`config.mk`:
```
export PLATFORM = sky130hd
export DESIGN_NAME = cpt_tester
export DESIGN_NICKNAME = d
export VERILOG_FILES = /design/src/rtl/cpt_pkg.sv /design/src/rtl/cpt_tester.sv
export SDC_FILE = /design/constraint.sdc
export NUM_CORES = 1
export LEC_CHECK = 0
export BUFFER_PORTS_ARGS = -buffer_cell sky130_fd_sc_hd__buf_2
export CAP_MARGIN = 20
export CORE_MARGIN = 1
export CORE_UTILIZATION = 24
export CTS_CLUSTER_SIZE = 25
export DETAILED_ROUTE_END_ITERATION = 12
export SLEW_MARGIN = 20
export SYNTH_ARGS = -nofsm -noshare
export SYNTH_HDL_FRONTEND = slang
export SYNTH_SLANG_ARGS = --single-unit
```
`constraint.sdc`:
```
create_clock -name sys_clk -period 2.85 [get_ports sys_clk]
set_input_delay 0.4275 -clock sys_clk [delete_from_list [all_inputs] [get_ports sys_clk]]
set_output_delay 0.4275 -clock sys_clk [all_outputs]
set_load 0.1 [all_outputs]
```
`src/rtl/cpt_pkg.sv`:
```
// constants, types and carriers for the can link ping-pong tester.
// assumes a single 100 MHz system clock and a can controller on that clock.
package cpt_pkg;

    // timing, in the unit printed, and derived cycle counts
    localparam int unsigned CLK_MHZ        = 100;
    localparam int unsigned TIMEOUT_MS     = 1000;
    localparam int unsigned HALF_BLINK_MS  = 500;
    localparam int unsigned TIMEOUT_CYC    = TIMEOUT_MS * 1000 * CLK_MHZ;
    localparam int unsigned HALF_BLINK_CYC = HALF_BLINK_MS * 1000 * CLK_MHZ;
    localparam int          TMR_W          = 27;    // holds 1e8 cycles

    // power-up settle: cycles for the strap synchronisers to fill
    localparam logic [1:0]  SETTLE_CYC     = 2'h3;

    // burst: four blinks are eight half periods
    localparam logic [3:0]  BURST_HALVES   = 4'h8;
    localparam int          NUM_BURST      = 3;
    localparam int          B_ERR          = 0;     // timeout error led
    localparam int          B_CAN          = 1;     // can error led
    localparam int          B_BOFF         = 2;     // bus-off led

    localparam int          CNT_W          = 8;
    localparam logic [CNT_W-1:0] CNT_MAX   = 8'hff;

    // fixed payload exchanged by both nodes
    localparam logic [63:0] PATTERN        = 64'h0123_4567_89ab_cdef;

    // bit rate selection handed to the controller
    typedef enum logic [1:0] {
        CPT_RATE_125  = 2'h0,
        CPT_RATE_250  = 2'h1,
        CPT_RATE_500  = 2'h2,
        CPT_RATE_1000 = 2'h3
    } cpt_rate_t;

    // raw strap pins
    typedef struct packed {
        logic role_strap;
        logic rate_strap_high;
        logic rate_strap_low;
        logic boot_strap_a;
        logic boot_strap_b;
    } cpt_straps_t;

    // controller status, same clock domain
    typedef struct packed {
        logic       rx_valid;   // one-cycle pulse, frame received
        logic [63:0] rx_data;   // payload of that frame
        logic       tx_done;    // one-cycle pulse, frame sent
        logic       err_any;    // any error status flag, level
        logic       bus_off;    // bus-off status flag, level
    } cpt_can_status_t;

    // status leds, high lights the led
    typedef struct packed {
        logic heartbeat;
        logic master;
        logic error;
        logic can_error;
        logic bus_off;
    } cpt_leds_t;

endpackage

```
`src/rtl/cpt_tester.sv`:
```
// sequencer for a two-node can ping-pong link test.
// assumes the attached controller runs on sys_clk and straps are raw pins.
`timescale 1ns/1ps

module cpt_tester #(
    parameter int unsigned TIMEOUT_CYC    = cpt_pkg::TIMEOUT_CYC,    // reply timeout
    parameter int unsigned HALF_BLINK_CYC = cpt_pkg::HALF_BLINK_CYC  // led half period
) (
    input  wire logic                     sys_clk,
    input  wire logic                     rst_n,
    input  wire cpt_pkg::cpt_straps_t     straps,
    input  wire cpt_pkg::cpt_can_status_t can_st,
    output logic                          cfg_load,
    output cpt_pkg::cpt_rate_t            cfg_rate,
    output logic                          cfg_master,
    output logic                          boot_from_flash,
    output logic                          tx_req,
    output logic [63:0]                   tx_data,
    output logic [cpt_pkg::CNT_W-1:0]     err_count,
    output cpt_pkg::cpt_leds_t            leds
);

    // sequencer states
    typedef enum logic [2:0] {
        ST_SETTLE,
        ST_CONFIG,
        ST_HALT,
        ST_M_SEND,
        ST_M_WAIT,
        ST_S_WAIT,
        ST_S_SEND
    } cpt_state_t;

    // one led burst: halves left and position in the current half
    typedef struct packed {
        logic [3:0]              halves;
        logic [cpt_pkg::TMR_W-1:0] cnt;
    } cpt_burst_t;

    // the whole state of the block
    typedef struct packed {
        cpt_pkg::cpt_straps_t      sync1;     // first synchroniser stage
        cpt_pkg::cpt_straps_t      sync2;     // second synchroniser stage
        logic [1:0]                settle;    // power-up settle counter
        cpt_state_t                st;
        logic                      master;    // captured role
        cpt_pkg::cpt_rate_t        rate;      // captured rate
        logic                      flash;     // captured boot mode
        logic                      load;      // config pulse
        logic [cpt_pkg::TMR_W-1:0] tmr;       // reply timer, counts down
        logic [cpt_pkg::TMR_W-1:0] hb_cnt;    // heartbeat half period
        logic                      hb;        // heartbeat level
        logic [cpt_pkg::CNT_W-1:0] errs;      // saturating error count
        cpt_burst_t [cpt_pkg::NUM_BURST-1:0] burst;
    } cpt_reg_t;

    cpt_reg_t state_q;
    cpt_reg_t state_d;

    localparam logic [cpt_pkg::TMR_W-1:0] TMO_LAST  = cpt_pkg::TMR_W'(TIMEOUT_CYC - 1);
    localparam logic [cpt_pkg::TMR_W-1:0] HALF_LAST = cpt_pkg::TMR_W'(HALF_BLINK_CYC - 1);

    // frame check is reused by both roles
    function automatic logic frame_bad(input cpt_pkg::cpt_can_status_t s);
        frame_bad = (s.rx_data != cpt_pkg::PATTERN) || s.err_any;
    endfunction

    // burst led decode shared by all three engines: lit on even halves left
    function automatic logic burst_lit(input logic [3:0] h);
        burst_lit = (h != 4'h0) && !h[0];
    endfunction

    // next-state logic
    always_comb begin
        logic [cpt_pkg::NUM_BURST-1:0] start;
        logic                          bump;
        start   = '0;
        bump    = 1'b0;
        state_d = state_q;
        state_d.load = 1'b0;

        // raw pins pass two flip-flops; only sync2 is read by logic
        state_d.sync1 = straps;
        state_d.sync2 = state_q.sync1;

        // heartbeat runs from reset, independent of the sequence
        if (state_q.hb_cnt == HALF_LAST) begin
            state_d.hb_cnt = '0;
            state_d.hb     = ~state_q.hb;
        end else begin
            state_d.hb_cnt = state_q.hb_cnt + 1'b1;
        end

        // bus-off is watched in every state but ST_SETTLE, not only on frames
        if (state_q.st != ST_SETTLE && can_st.bus_off) begin
            start[cpt_pkg::B_BOFF] = 1'b1;
        end

        unique case (state_q.st)
            // let the synchronisers fill before trusting the straps
            ST_SETTLE: begin
                if (state_q.settle == cpt_pkg::SETTLE_CYC) begin
                    state_d.st = ST_CONFIG;
                end else begin
                    state_d.settle = state_q.settle + 1'b1;
                end
            end
            // capture straps once, then configure and branch
            ST_CONFIG: begin
                state_d.master = state_q.sync2.role_strap;
                state_d.rate   = cpt_pkg::cpt_rate_t'({state_q.sync2.rate_strap_high,
                                                       state_q.sync2.rate_strap_low});
                state_d.flash  = state_q.sync2.boot_strap_a & state_q.sync2.boot_strap_b;
                if (state_q.sync2.boot_strap_a & state_q.sync2.boot_strap_b) begin
                    state_d.load = 1'b1;
                    state_d.st   = state_q.sync2.role_strap ? ST_M_SEND : ST_S_WAIT;
                    state_d.tmr  = TMO_LAST;
                end else begin
                    state_d.st = ST_HALT;
                end
            end
            // no flash image selected: the test never runs
            ST_HALT: begin
                state_d.st = ST_HALT;
            end
            // master opens every exchange
            ST_M_SEND: begin
                if (can_st.tx_done) begin
                    state_d.tmr = TMO_LAST;
                    state_d.st  = ST_M_WAIT;
                end
            end
            // master waits for the answer
            ST_M_WAIT: begin
                if (can_st.rx_valid) begin
                    if (frame_bad(can_st)) begin
                        start[cpt_pkg::B_CAN] = 1'b1;
                        bump = 1'b1;
                    end
                    state_d.st = ST_M_SEND;
                end else if (state_q.tmr == '0) begin
                    start[cpt_pkg::B_ERR] = 1'b1;
                    bump       = 1'b1;
                    state_d.st = ST_M_SEND;
                end else begin
                    state_d.tmr = state_q.tmr - 1'b1;
                end
            end
            // slave only listens here
            ST_S_WAIT: begin
                if (can_st.rx_valid) begin
                    if (frame_bad(can_st)) begin
                        start[cpt_pkg::B_CAN] = 1'b1;
                        bump = 1'b1;
                    end
                    state_d.st = ST_S_SEND;
                end else if (state_q.tmr == '0) begin
                    start[cpt_pkg::B_ERR] = 1'b1;
                    bump        = 1'b1;
                    state_d.tmr = TMO_LAST; // keep waiting
                end else begin
                    state_d.tmr = state_q.tmr - 1'b1;
                end
            end
            // slave answers once, then back to listening
            ST_S_SEND: begin
                if (can_st.tx_done) begin
                    state_d.tmr = TMO_LAST;
                    state_d.st  = ST_S_WAIT;
                end
            end
        endcase

        // saturate rather than wrap so a long soak stays readable
        if (bump && state_q.errs != cpt_pkg::CNT_MAX) begin
            state_d.errs = state_q.errs + 1'b1;
        end

        // burst engines: a start is ignored while a burst runs
        for (int i = 0; i < cpt_pkg::NUM_BURST; i++) begin
            if (state_q.burst[i].halves == '0) begin
                if (start[i]) begin
                    state_d.burst[i].halves = cpt_pkg::BURST_HALVES;
                    state_d.burst[i].cnt    = '0;
                end
            end else if (state_q.burst[i].cnt == HALF_LAST) begin
                state_d.burst[i].cnt    = '0;
                state_d.burst[i].halves = state_q.burst[i].halves - 1'b1;
            end else begin
                state_d.burst[i].cnt = state_q.burst[i].cnt + 1'b1;
            end
        end
    end

    // single state register, synchronous reset
    always_ff @(posedge sys_clk) begin
        if (!rst_n) begin
            state_q <= '0;
        end else begin
            state_q <= state_d;
        end
    end

    // outputs; tx_req is a handshake level held until tx_done
    assign cfg_load        = state_q.load;
    assign cfg_rate        = state_q.rate;
    assign cfg_master      = state_q.master;
    assign boot_from_flash = state_q.flash;
    assign tx_req          = (state_q.st == ST_M_SEND) || (state_q.st == ST_S_SEND);
    assign tx_data         = cpt_pkg::PATTERN;
    assign err_count       = state_q.errs;

    // burst led lit on even halves left: 8,6,4,2 on; 7,5,3,1 off
    assign leds.heartbeat  = state_q.hb;
    assign leds.master     = state_q.hb & state_q.master;
    assign leds.error      = burst_lit(state_q.burst[cpt_pkg::B_ERR].halves);
    assign leds.can_error  = burst_lit(state_q.burst[cpt_pkg::B_CAN].halves);
    assign leds.bus_off    = burst_lit(state_q.burst[cpt_pkg::B_BOFF].halves);

endmodule

```
Word level (Yosys, flattened, before mapping)
Cells that the tools add are included.

storage, ports and cells
  flip-flop bits (word level) = 176
  input port bits = 75
  output and inout port bits = 83
  word-level logic and storage cells = 136

cells by class
  add/subtract/negate cells = 10
  eq/ne operators = 26
  multiplexer cells = 36
  bitwise operators = 5
  reductions and logical operators = 33

operators with widths
  operator                                                                  number
  27-bit 2-to-1 mux                                                         8
  31-bit 2-to-1 mux                                                         6
  27-bit by 1-bit adder with 27-bit output (second input constant)          4
  27-bit by 26-bit equality test with 1-bit output (second input constant)  4
  27-bit one-hot mux with 4 select lines                                    1
  64-bit by 57-bit != test with 1-bit output (second input constant)        1
  28-bit 2-to-1 mux                                                         1
  27-bit logical NOT                                                        1
  27-bit by 1-bit subtractor with 27-bit output (second input constant)     1
  3-bit 2-to-1 mux                                                          8
  2-bit != test (second input constant)                                     11
  3-bit one-hot mux with 7 select lines                                     1
  4-bit nonzero test                                                        4
  4-bit logical NOT                                                         3
  4-bit 2-to-1 mux                                                          3
  4-bit by 1-bit subtractor with 4-bit output (second input constant)       3
  2-bit AND reduction                                                       5
  3-bit equality test (second input constant)                               3
  8-bit by 1-bit adder with 8-bit output (second input constant)            1
  8-bit != test (second input constant)                                     1
  1-bit 2-to-1 mux                                                          7
  3-bit by 2-bit equality test with 1-bit output (second input constant)    2
  6-bit AND reduction                                                       1
  2-bit nonzero test                                                        3
  other kinds (15)                                                          27

Depth between registers and ports, before layout
  depth in word-level cells = 7
  mapped depth = 9
  gate-level depth less buffers = 8

Least setup slack after synthesis
OpenSTA, ideal clock, no wires.

  path type = reg-to-reg
  start = reg state_q[161] (netlist name)
  end = reg state_q[133] (netlist name)
  library setup time = 80 ps
  arrival time = 3620 ps
  data required time = 2770 ps
  path slack = -850 ps
  cell stages (with the launch flop) = 6
  buffers on the path = 1
  clock period less this slack = 3700 ps
  path through = dfxtp_1 > clkbuf_1 > nand2b_1 > a21boi_0 > o21ai_0 > a31oi_1

between the ends
  longest elaborated chain between the ends = 4

ends and longest elaborated chain
  element                                                                                   line               RTL
  start: declaration                                                                        cpt_tester.sv:57   cpt_reg_t state_q;
  start signal: assignment                                                                  cpt_tester.sv:200  state_q <= state_d;
  3-bit by 2-bit equality test with 1-bit output or 3-bit equality test (tied branches)     cpt_tester.sv:99   unique case (state_q.st)
  2-bit OR reduction (no line)                                                              n/a
  2-bit by 1-bit != test with 1-bit output (no line) or 4-bit nonzero test (tied branches)  n/a
  6-bit AND reduction (no line)                                                             n/a

Several ways; a longest one is shown, not always the timed one.
A chain may end at the register's enable or synchronous reset.

Worst setup path in the final report
  start = reg state_q[161] (netlist name)
  end = out tx_req

between the ends
  longest elaborated chain between the ends = 2

ends and longest elaborated chain
  element                                                                                line               RTL
  3-bit by 2-bit equality test with 1-bit output or 3-bit equality test (tied branches)  cpt_tester.sv:209  assign tx_req = (state_q.st == ST_M_SEND) || (state_q.st == ST_S_SEND);
  1-bit logical OR *                                                                     cpt_tester.sv:209
  end: declaration                                                                       cpt_tester.sv:17   output logic tx_req,

Every way passes the cells marked *; elsewhere a longest branch is shown, timed or not.

==> flow_summary.yaml <==
status:
  status: "completed"
final_layout:
  syn2layout_area_growth_pct: 14.5
  final_common_cell: "dfxtp_1"
  fill_cells: 4236
  nets: 1410
  mostFrequentLayoutCells: "176 x dfxtp_1, 116 x nor2_1, 113 x nand2_1"
  drive_gt1_share_pct: 14.0
  fin_area_sq_um: 11300
placed_design:
  gp_congestion: 0.831
  dpl.hpwl_mm: 17.6
  port-buffer-count: 93
  postPlaceCellArea_sq_um: 10700
worst_hold_path:
  worstHoldPathType: "in -> reg"
  whs_path_depth: 2
synthesis:
  synth-main-ff-cell: "dfxtp_1"
  synth-seq-cells: 176
  syn_inst: 1251
  async_flop_share_pct: 0
  ys_seq_area_share_pct: 35.7
  ys.warnings.count: 0
  syn_avg_cell_area_sq_um: 7.88
  ys_types: 69
  synth-edff-count: 0
  netlist_area_sq_um: 9860
route:
  num_vias: 9174
  post_drt_wl_per_cell_microns: 13.3
  drc: 0
  ant_nets: 0
  drt-initial-drc-count: 669
  finalWirelength_mm: 24.7
  first_pass_iters: 5
  viasPerCell: 4.92
setup_path:
  worstPathMaxFanout: 14
  end_kind: "output port"
  critical_path_class: "reg -> out"
  crit_path_start_kind: "flip-flop"
  critPathArrivalTime_ns: 2.09
  cp.required_ns: 2.42
  r2r_cells: 8
timing:
  rsz0062_at_grt: "false"
  fmax_ghz: 0.398
  hold_ws_ns: 0.199
  slew_headroom_pct: 31.8
  final-setup-viol-count: 0
  timing.final.crit_share_pct: 88.2
  clock_skew_ns: 0.0116
  layout_min_cycle_time_ns: 2.51
  hold_viol_final: 0
  slew_violations: 0
  setup_tns_ns: 0
  tightest_slew_ns: 1.02
die:
  die_w_microns: 205
  die_area_sq_um: 41900
  core_sq_um: 40100
  pin_count: 158
  rows: 73
  start_util_pct: 24.6
  die_y_microns: 205
cts:
  cts_max_level: 4
  tritoncts: "done"
  clk_pin_slew_ns: 0.07
  clkSinkCount: 176
  clock-root-buffer: "clkbuf_16"
  cts_buffers: 17
  clk_path_buf_depth: 2
  clock_latency_ns: 0.43
  cts_hold_buf: 0
  cts_setup_buffers: 0
  cts_resized: 0
pwr:
  swShare_pct: 32.5
  irDropWorstVdd_mv: 0.340
  combPwrFrac_pct: 18.6
  leakagePower_nw: 4.05
  netSwitchingPower_mw: 1.93
  p_seq_share_pct: 43.0
  power_mw: 5.96
  internal-power_mw: 4.02
  power_density_nw_per_um2: 528
  clkPwrFrac_pct: 38.4
global_routing:
  grt.total_usage_pct: 11.7
  antenna_found_initial: 1
  grt_pass1_vias: 8355
  grt_pass1_wl_mm: 40.9
  grt.overflow.total: 0
  grt_max_degree: 63
run:
  cap_violations: 0
## cell usage after synthesis (9+ instances only)
master	instances	area share (%)
and4_1	11	0.98
xnor2_1	23	2.0
and2_1	20	1.3
nand2_1	113	4.3
a211oi_1	9	0.69
buf_2	9	0.46
nand3_1	62	3.1
xor2_1	26	2.3
a31oi_1	21	1.3
nor3_1	56	2.8
o211ai_1	10	0.76
nor2_1	117	4.5
a311oi_1	12	1.1
nand2b_1	10	0.63
mux2i_1	16	1.6
and3_1	24	1.5
nor4_1	28	1.8
a21oi_1	63	3.2
nor4b_1	13	1.2
or4_1	15	1.1
nand4_1	41	2.6
clkbuf_1	50	1.9
buf_4	78	5.9
or3_1	22	1.4
nand4b_1	11	0.98
o21ai_0	82	4.2
dfxtp_1	176	36
inv_1	21	0.80
## registers in the layout (all words and copies together), names as in the netlist
register         count
state_q            157
err_count            8
state_d              5
cfg_rate             2
boot_from_flash      1
cfg_load             1
cfg_master           1
leds                 1
## layer usage
metal | global-route usage (%) | vias up | wire [microns]
met1 | 15.7 | 4311 | 11700
met2 | 19.0 | 221 | 11600
li1 | - | 4616 | -
met3 | 1.91 | 26 | 1040
met5 | 0 | - | 0
met4 | 3.73 | 0 | 352
## final timing paths
check | start | to | slack (ns)
worst max-delay path | state_q[161]$_SDFFE_PN0P_ | tx_req | 0.34
worst min-delay path | straps[1] | state_d[167]$_SDFF_PN0_ | 0.20
worst max register to register | state_q[0]$_SDFFE_PN0P_ | state_q[21]$_SDFFE_PN0P_ | 0.34
worst min register to register | state_d[166]$_SDFF_PN0_ | state_q[166]$_SDFF_PN0_ | 0.43
## cells by family (layout without fill, tap and decap cells)
group,Yosys count,after routing,synth area share [%]
adder cells (fa/ha/maj),8,8,1.02
XOR/XNOR,49,49,4.35
multiplexers,16,16,1.62
buffers and inverters,161,188,9.23
AND/OR/NAND/NOR,574,574,30.9
other,2,65,0.0762
AO/OA/AOI/OAI,265,265,17.0
flip-flops,176,176,35.7
## layout make-up
type                            count  area [sq um]  area share (%)
Timing Repair Buffer              134           773            6.85
Clock buffer                       18           439            3.89
Inverter                           22          82.6           0.732
Antenna cell                        1          2.50          0.0222
Multi-Input combinational cell    976          5670            50.3
Tap cell                          525           657            5.82
Clock inverter                     14           133            1.18
Sequential cell                   176          3520            31.2
## per-stage QoR
step	util [%]	std cells	setup slack [ns]
2_1_floorplan	-	1313	0.0486
3_3_place_gp	26.7	1833	0.439
3_5_place_dp	26.7	1833	0.346
4_1_cts	28.1	1865	0.329
5_1_grt	28.1	1865	0.158
6_report	28.1	1866	0.335
## power by group through the flow
| stage | logic [mW] | clock network, mW | registers [mW] |
|---|---|---|---|
| 2_1_floorplan | 0.954 | 0 | 2.59 |
| 3_3_place_gp | 1.09 | 0 | 2.61 |
| 3_5_place_dp | 1.10 | 0 | 2.61 |
| 4_1_cts | 1.11 | 2.36 | 2.56 |
| 5_1_grt | 1.19 | 2.45 | 2.57 |
| 6_report | 1.11 | 2.29 | 2.56 |
## worst max-delay path: stages (launching register included)
cell and delay, ns:
dfxtp_1 0.62, nand2b_1 0.25, a21boi_1 0.30, buf_2 0.49
Note: power is estimated with default switching activity, not from simulation.
